===== config.mk =====
export PLATFORM = sky130hd
export DESIGN_NAME = bmd_decode
export DESIGN_NICKNAME = d
export VERILOG_FILES = /design/src/hw/bmd_pkg.sv /design/src/hw/bmd_phase_gen.sv /design/src/hw/bmd_decode.sv
export SDC_FILE = /design/constraint.sdc
export NUM_CORES = 1
export LEC_CHECK = 0
export ABC_AREA = 0
export BUFFER_PORTS_ARGS = -buffer_cell sky130_fd_sc_hd__buf_2
export CELL_PAD_IN_SITES_DETAIL_PLACEMENT = 0
export CELL_PAD_IN_SITES_GLOBAL_PLACEMENT = 1
export CORE_MARGIN = 2
export CORE_UTILIZATION = 41
export CTS_BUF_LIST = sky130_fd_sc_hd__clkbuf_4 sky130_fd_sc_hd__clkbuf_8 sky130_fd_sc_hd__clkbuf_16
export DETAILED_ROUTE_END_ITERATION = 8
export PLACE_DENSITY = 0.83
export SYNTH_ARGS = -nofsm -noshare
export SYNTH_HDL_FRONTEND = slang
export SYNTH_SLANG_ARGS = --single-unit

===== constraint.sdc =====
create_clock -name ref_clk -period 4.45 [get_ports ref_clk]
set_clock_uncertainty 0.1 [all_clocks]
set_input_delay 0.6675 -clock ref_clk [delete_from_list [all_inputs] [get_ports ref_clk]]
set_output_delay 0.6675 -clock ref_clk [all_outputs]
set_load 0.1 [all_outputs]

===== src/hw/bmd_pkg.sv =====
/*
  Constants and types shared by the single-bit instruction decoder and its
  quarter-phase generator: opcode field layout, opcode codes, phase and
  operation encodings, reset values and timing figures.
  Assumes a single core clock (ref_clk) that is the oscillator time base.
*/
// Summary of operation
// (RQ1) Opcode 0101 sets bit b of register f
// (RQ2) Opcode 0110 tests bit, skips if clear
// (RQ3) Tested bit one: single cycle, next runs
// (RQ4) Tested bit zero: next discarded, NOP executes
// (RQ5) Set/clear: decode, read, modify, write by quarters
// (RQ6) Test writes nothing; skip cycle does nothing
// (RQ7) Instruction cycle is four oscillator periods
// (RQ8) Fully static logic; clock may stop safely
// (RQ9) Bit instructions leave C, DC, Z unchanged
// (RQ10) Opcode 0100 clears bit b of register f
package bmd_pkg;

  // Widths of the instruction word and its fields
  localparam int OPC_W = 14;
  localparam int ADDR_W = 7;
  localparam int BIT_W = 3;
  localparam int DATA_W = 8;

  // Field positions inside the 14-bit opcode
  localparam int OPC_HI = 13;
  localparam int OPC_LO = 10;
  localparam int BIT_HI = 9;
  localparam int BIT_LO = 7;
  localparam int ADDR_HI = 6;
  localparam int ADDR_LO = 0;

  // Top-four-bit codes of the three instructions
  localparam logic [3:0] OPC_CLEAR = 4'h4;
  localparam logic [3:0] OPC_SET = 4'h5;
  localparam logic [3:0] OPC_TEST = 4'h6;

  // Timing: quarter-phases per instruction cycle and the oscillator period
  localparam int QUARTERS = 4;
  localparam int CLK_PERIOD_NS = 10;
  localparam int TCY_NS = QUARTERS * CLK_PERIOD_NS;

  // Quarter-phase states, one-hot
  typedef enum logic [3:0] {
    QP_ONE = 4'h1,
    QP_TWO = 4'h2,
    QP_THREE = 4'h4,
    QP_FOUR = 4'h8
  } bmd_phase_t;

  // Decoded operation, one-hot
  typedef enum logic [3:0] {
    OPK_NONE = 4'h1,
    OPK_CLEAR = 4'h2,
    OPK_SET = 4'h4,
    OPK_TEST = 4'h8
  } bmd_op_t;

  // Reset values
  localparam bmd_phase_t PHASE_RST = QP_FOUR;
  localparam bmd_op_t OP_RST = OPK_NONE;
  localparam logic [DATA_W-1:0] DATA_RST = 8'h00;
  localparam logic [ADDR_W-1:0] ADDR_RST = 7'h00;
  localparam logic [BIT_W-1:0] BIT_RST = 3'h0;

endpackage


===== src/hw/bmd_phase_gen.sv =====
/*
  Quarter-phase generator: rotates a one-hot phase through the four
  quarters of an instruction cycle, one quarter per ref_clk period.
  Assumes ref_clk is the oscillator time base and resetn is synchronous.
*/
`timescale 1ns/1ps
module bmd_phase_gen (
  input wire logic ref_clk,
  input wire logic resetn,
  output bmd_pkg::bmd_phase_t quarter_phase
);

  // Whole state of this module
  typedef struct packed {
    bmd_pkg::bmd_phase_t phase;
  } bmd_pg_state_t;

  bmd_pg_state_t st_r; // Registered state
  bmd_pg_state_t st_nxt; // Next state

  // Advance one quarter every oscillator period
  always_comb
  begin
    st_nxt = st_r;
    unique case (st_r.phase)
      bmd_pkg::QP_ONE: st_nxt.phase = bmd_pkg::QP_TWO; // RQ7
      bmd_pkg::QP_TWO: st_nxt.phase = bmd_pkg::QP_THREE;
      bmd_pkg::QP_THREE: st_nxt.phase = bmd_pkg::QP_FOUR;
      bmd_pkg::QP_FOUR: st_nxt.phase = bmd_pkg::QP_ONE;
      // Only reachable from a corrupted code; restart the cycle cleanly
      default: st_nxt.phase = bmd_pkg::QP_ONE;
    endcase
  end

  // Plain edge-triggered flops, no dynamic storage, so a stopped clock loses nothing
  always_ff @(posedge ref_clk)
  begin
    if (!resetn)
      st_r <= '{phase: bmd_pkg::PHASE_RST}; // RQ8
    else
      st_r <= st_nxt;
  end

  assign quarter_phase = st_r.phase;
endmodule // bmd_phase_gen


===== src/hw/bmd_decode.sv =====
/*
  Decode and execute for the single-bit instructions: clear bit, set bit,
  and test bit with skip if clear. Works quarter by quarter on a fetched
  14-bit opcode and a register file with a same-cycle read port.
  Assumes instr_word is stable from the fetch stage through quarter one,
  rf_rd_data answers rf_addr in the same cycle while rf_rd_en is high,
  and rf_wr_en/rf_wr_data are written at the end of the cycle they show.
*/
`timescale 1ns/1ps
module bmd_decode (
  input wire logic ref_clk,
  input wire logic resetn,
  input wire logic [13:0] instr_word,
  input wire logic [7:0] rf_rd_data,
  output logic [6:0] rf_addr,
  output logic rf_rd_en,
  output logic rf_wr_en,
  output logic [7:0] rf_wr_data,
  output logic flags_hold,
  output logic bit_op_busy,
  output logic skip_nop,
  output bmd_pkg::bmd_phase_t quarter_phase
);

  // Whole state of the decoder
  typedef struct packed {
    bmd_pkg::bmd_op_t op; // Operation in flight
    logic [bmd_pkg::BIT_W-1:0] bit_idx; // Selected bit
    logic [bmd_pkg::ADDR_W-1:0] addr; // Register address
    logic [bmd_pkg::DATA_W-1:0] data; // Value read in quarter two
    logic rd_en; // Read strobe, shown in quarter two
    logic wr_en; // Write strobe, shown in quarter four
    logic [bmd_pkg::DATA_W-1:0] wr_data; // Modified value
    logic skip_pend; // Next fetched word must be discarded
    logic skip_nop; // Current cycle is a forced NOP
    logic flags_hold; // Tells the ALU to keep C, DC and Z
    logic busy; // A bit instruction is in flight; own flop so the pin is registered
  } bmd_state_t;

  bmd_state_t st_r; // Registered state
  bmd_state_t st_nxt; // Next state
  bmd_pkg::bmd_phase_t phase; // Current quarter from the generator

  // One-hot mask for a bit index; used by set, clear and test
  function automatic logic [bmd_pkg::DATA_W-1:0] bmd_bit_mask(
    input logic [bmd_pkg::BIT_W-1:0] idx);
    bmd_bit_mask = 8'h01 << idx;
  endfunction

  // Opcode class from the top four bits
  function automatic bmd_pkg::bmd_op_t bmd_op_decode(input logic [3:0] code);
    if (code == bmd_pkg::OPC_CLEAR)
      bmd_op_decode = bmd_pkg::OPK_CLEAR; // RQ10
    else if (code == bmd_pkg::OPC_SET)
      bmd_op_decode = bmd_pkg::OPK_SET; // RQ1
    else if (code == bmd_pkg::OPC_TEST)
      bmd_op_decode = bmd_pkg::OPK_TEST; // RQ2
    else
      bmd_op_decode = bmd_pkg::OPK_NONE;
  endfunction

  // Quarter-phase source
  bmd_phase_gen u_phase (
    .ref_clk(ref_clk),
    .resetn(resetn),
    .quarter_phase(phase)
  );

  // Next-state logic, stepped by quarter
  always_comb
  begin
    st_nxt = st_r;
    unique case (phase)
      // Quarter one: decode, or swallow the word after a failed test
      bmd_pkg::QP_ONE:
      begin
        if (st_r.skip_pend)
        begin
          st_nxt.op = bmd_pkg::OPK_NONE; // RQ4
          st_nxt.skip_pend = 1'b0;
          st_nxt.skip_nop = 1'b1;
          st_nxt.rd_en = 1'b0; // RQ6
          st_nxt.flags_hold = 1'b0;
          st_nxt.busy = 1'b0; // RQ6
        end
        else
        begin
          st_nxt.op = bmd_op_decode(instr_word[bmd_pkg::OPC_HI:bmd_pkg::OPC_LO]);
          st_nxt.bit_idx = instr_word[bmd_pkg::BIT_HI:bmd_pkg::BIT_LO];
          st_nxt.addr = instr_word[bmd_pkg::ADDR_HI:bmd_pkg::ADDR_LO];
          st_nxt.skip_nop = 1'b0;
          // Ask for the read during quarter two
          st_nxt.rd_en = (st_nxt.op != bmd_pkg::OPK_NONE); // RQ5
          // Bit ops never touch the status flags
          st_nxt.flags_hold = (st_nxt.op != bmd_pkg::OPK_NONE); // RQ9
          // Busy flag follows the decoded class for the whole instruction
          st_nxt.busy = (st_nxt.op != bmd_pkg::OPK_NONE); // RQ1
        end
      end
      // Quarter two: capture the addressed register
      bmd_pkg::QP_TWO:
      begin
        st_nxt.rd_en = 1'b0;
        if (st_r.rd_en)
          st_nxt.data = rf_rd_data; // RQ5
      end
      // Quarter three: modify, or evaluate the tested bit
      bmd_pkg::QP_THREE:
      begin
        unique case (st_r.op)
          bmd_pkg::OPK_SET:
          begin
            st_nxt.wr_data = st_r.data | bmd_bit_mask(st_r.bit_idx); // RQ1
            st_nxt.wr_en = 1'b1; // RQ5
          end
          bmd_pkg::OPK_CLEAR:
          begin
            st_nxt.wr_data = st_r.data & ~bmd_bit_mask(st_r.bit_idx); // RQ10
            st_nxt.wr_en = 1'b1; // RQ5
          end
          bmd_pkg::OPK_TEST:
          begin
            // A clear bit arms the skip; a set bit lets the next word run
            st_nxt.skip_pend = ~|(st_r.data & bmd_bit_mask(st_r.bit_idx)); // RQ3 RQ4
            st_nxt.wr_en = 1'b0; // RQ6
          end
          bmd_pkg::OPK_NONE:
          begin
            st_nxt.wr_en = 1'b0;
          end
          default:
          begin
            st_nxt.wr_en = 1'b0;
          end
        endcase
      end
      // Quarter four: the write strobe shows now; drop it for next cycle
      bmd_pkg::QP_FOUR:
      begin
        st_nxt.wr_en = 1'b0;
      end
      default:
      begin
        st_nxt.rd_en = 1'b0;
        st_nxt.wr_en = 1'b0;
      end
    endcase
  end

  // State register; all flops are static, so ref_clk may be slowed or held
  always_ff @(posedge ref_clk)
  begin
    if (!resetn)
    begin
      st_r.op <= bmd_pkg::OP_RST;
      st_r.bit_idx <= bmd_pkg::BIT_RST;
      st_r.addr <= bmd_pkg::ADDR_RST;
      st_r.data <= bmd_pkg::DATA_RST;
      st_r.rd_en <= 1'b0;
      st_r.wr_en <= 1'b0;
      st_r.wr_data <= bmd_pkg::DATA_RST;
      st_r.skip_pend <= 1'b0;
      st_r.skip_nop <= 1'b0;
      st_r.flags_hold <= 1'b0; // RQ8
      st_r.busy <= 1'b0;
    end
    else
      st_r <= st_nxt;
  end

  // Outputs straight from flops
  assign rf_addr = st_r.addr;
  assign rf_rd_en = st_r.rd_en;
  assign rf_wr_en = st_r.wr_en;
  assign rf_wr_data = st_r.wr_data;
  assign flags_hold = st_r.flags_hold;
  assign bit_op_busy = st_r.busy;
  assign skip_nop = st_r.skip_nop;
  assign quarter_phase = phase;
endmodule // bmd_decode


==> flow_metrics.py <==
metrics = {
    "synthesis": {
        "yosys_warnings": 0,
        "synth_edf_count": 0,
        "ys_async_sr_fraction": 0,
        "synth-seq-cells": 39,
        "synth_area_leader_cell": "dfxtp_1",
        "synth_area_per_cell_um2": 9.18,
        "syn-num-nets": 222,
        "synthTopCellsByArea": "dfxtp_1 (43%), mux2i_1 (9.4%), buf_4 (6.6%)",
        "ys_types": 33,
        "synth_top_area_share": 0.429,
        "seq_area_frac_synth": 0.429,
        "netlist_area_mm2": 0.00182,
        "synthCells": 198,
        "ys.flop_type": "dfxtp_1",
    },
    "cells_and_area": {
        "fillCellCount": 448,
        "drive_above_1_share": 0.314,
        "diodes": 0,
        "final_util": 0.484,
        "stdcell_area_mm2": 0.00209,
        "fin_nets": 249,
        "area_delta_synth_final_pct": 15.1,
    },
    "floorplan": {
        "dieHeight_um": 70.6,
        "coreArea_mm2": 0.00432,
        "dieArea_mm2": 0.00498,
        "die_w_um": 70.6,
        "rows": 24,
        "ios": 48,
        "start_util": 0.420,
    },
    "grt": {
        "grtUsageTotal": 0.150,
        "grt_pass1_vias": 1305,
        "grt-ovfl-total": 0,
        "antenna_found_initial": 0,
        "grt_max_degree": 34,
        "grt_first_pass_wirelength_um": 5850,
    },
    "placement": {
        "place_hpwl_um": 2520,
        "numPortBuffers": 47,
        "gp_congestion": 0.712,
        "preCtsSetupSlack_ns": 2.33,
        "place_area_mm2": 0.00196,
    },
    "routing": {
        "wirelength_um": 3560,
        "dr.pass1.iters": 4,
        "drcViolationCount": 0,
        "wire_per_inst_um": 12.8,
        "drtIter0Drc": 43,
        "ant_nets": 0,
        "viasPerCell": 4.93,
        "vias": 1371,
    },
    "flow_run": {
        "drv_cap": 0,
    },
    "worst_setup_path": {
        "path_delay_family": "simple AND/OR/NAND/NOR gates",
        "worst-endpoint-arrival_ns": 2.16,
        "cp-start-kind": "flip-flop",
        "crit_chain": "or4b_1, nor4b_4, a21boi_2, o21ai_0",
        "crit_type": "flip-flop to flip-flop",
        "cp-end-kind": "flip-flop",
        "required_ns": 4.52,
        "r2r_start": "u_phase.quarter_phase[0]",
        "cpMaxStageDelayCell": "or4b_1",
        "crit_fanout": 9,
        "cp-startpoint": "u_phase.quarter_phase[0]",
        "crit_buf_inv": 0,
        "max_stage_delay_ns": 0.68,
    },
    "worst_hold_path": {
        "hp-class": "flip-flop to flip-flop",
        "hp-start": "rf_addr[0]",
    },
    "cts": {
        "cts_tree": "built",
        "clkTransAtPathRegs_ns": 0.08,
        "ctsHoldBuffers": 0,
        "cts_resized": 0,
        "cts_made_buffers": 5,
        "clk_path_buf_depth": 2,
        "cts.sinks": 39,
        "cts_setup_buffers": 0,
        "cts_root_buf": "clkbuf_8",
        "insertion_delay_ns": 0.29,
        "cts-htree-levels": 2,
    },
    "sta": {
        "hold_viol_final": 0,
        "rsz0062_at_grt": "no",
        "fin_ws_ns": 2.36,
        "slew_violations": 0,
        "tightestPinTransition_ns": 0.988,
        "finalCritPeriodShare": 0.469,
        "max_freq_ghz": 0.479,
        "fin_setup_tns_ns": 0,
        "setup_viol": 0,
        "finalCriticalPeriod_ns": 2.09,
        "max-slew-margin-rel": 0.341,
    },
    "power": {
        "power_density_mw_per_mm2": 386,
        "ir_worst_vdd_uv": 210,
        "p_total_mw": 0.808,
        "p_leak_nw": 0.908,
    },
    "status": {
        "outcome": "finished clean",
    },
}
cell usage in the layout, fill, tap and decap left out, types with 3 or more instances in the layout:
master    count
o21ai_0       3
nor2_1       25
nor3_1        3
clkbuf_8      5
inv_1         3
nand3b_1      4
nor3b_1       3
buf_2        47
dfxtp_1      39
nand2_1      25
mux2_2        9
nor4b_1       4
xnor2_1       3
mux2i_1      17
a21oi_1      12
worst register-to-register path, cell delays in order (launching register included):
cell      delay (ns)
dfxtp_1         0.47
or4b_1          0.68
nor4b_4         0.39
a21boi_2        0.25
o21ai_0         0.10
metrics by stage:
stage,hold slack [ns],instances
5_1_grt,0.377,278
2_1_floorplan,0.337,198
3_3_place_gp,0.339,270
4_1_cts,0.355,278
3_5_place_dp,0.344,270
6_report,0.353,278
synthesized netlist by cell type, types with 2 or more instances:
master    number
a21oi_1       12
a32oi_1        2
buf_2          2
buf_4         16
clkbuf_1       9
dfxtp_1       39
inv_1          3
mux2_2         9
mux2i_1       17
nand2_1       25
nand3b_1       4
nand4_1        2
nor2_1        25
nor3_1         3
nor3b_1        3
nor4b_1        4
o21a_1         2
o21ai_0        3
or4b_1         2
xnor2_1        3
area by class of cell:
class,count,area [µm²],area share
Multi-Input combinational cell,128,857,0.409
Tap cell,52,65.1,0.0311
Clock inverter,2,60.1,0.0287
Sequential cell,39,781,0.373
Clock buffer,6,76.3,0.0365
Inverter,3,11.3,0.00538
Timing Repair Buffer,48,243,0.116
power breakdown:
part	total [mW]	internal [mW]	switching, mW
clock network	0.353	0.230	0.123
logic	0.0891	0.0242	0.0648
registers	0.366	0.356	0.00999
routing by layer:
| layer | track usage | vias up | share of wire |
|---|---|---|---|
| li1 | - | 716 | - |
| met1 | 0.187 | 612 | 0.47 |
| met2 | 0.245 | 37 | 0.46 |
| met3 | 0.0427 | 6 | 0.054 |
| met4 | 0.0587 | 0 | 0.015 |
| met5 | 0 | - | 0 |
final timing paths:
kind,end,slack [ns],depth (start not counted)
setup reg to reg,st_r[32],2.36,4
hold reg to reg,rf_addr[0],0.35,2
hold / removal,rf_addr[0],0.35,2
setup / recovery,st_r[32],2.36,4
flip-flops by register name, indices dropped and copies added, names as in the netlist:
name and flops:
flags_hold 1, rf_addr 7, rf_rd_en 1, rf_wr_data 8, rf_wr_en 1, skip_nop 1, st_r 16, u_phase.quarter_phase 4
kinds of logic after synthesis:
logic type / count (synthesis) / synth area share
AO/OA/AOI/OAI: 22 / 0.0743
XOR/XNOR: 3 / 0.0145
buffers and inverters: 31 / 0.103
flip-flops: 39 / 0.429
multiplexers: 27 / 0.162
AND/OR/NAND/NOR: 76 / 0.217
Note: power is estimated with default switching activity, not from simulation.
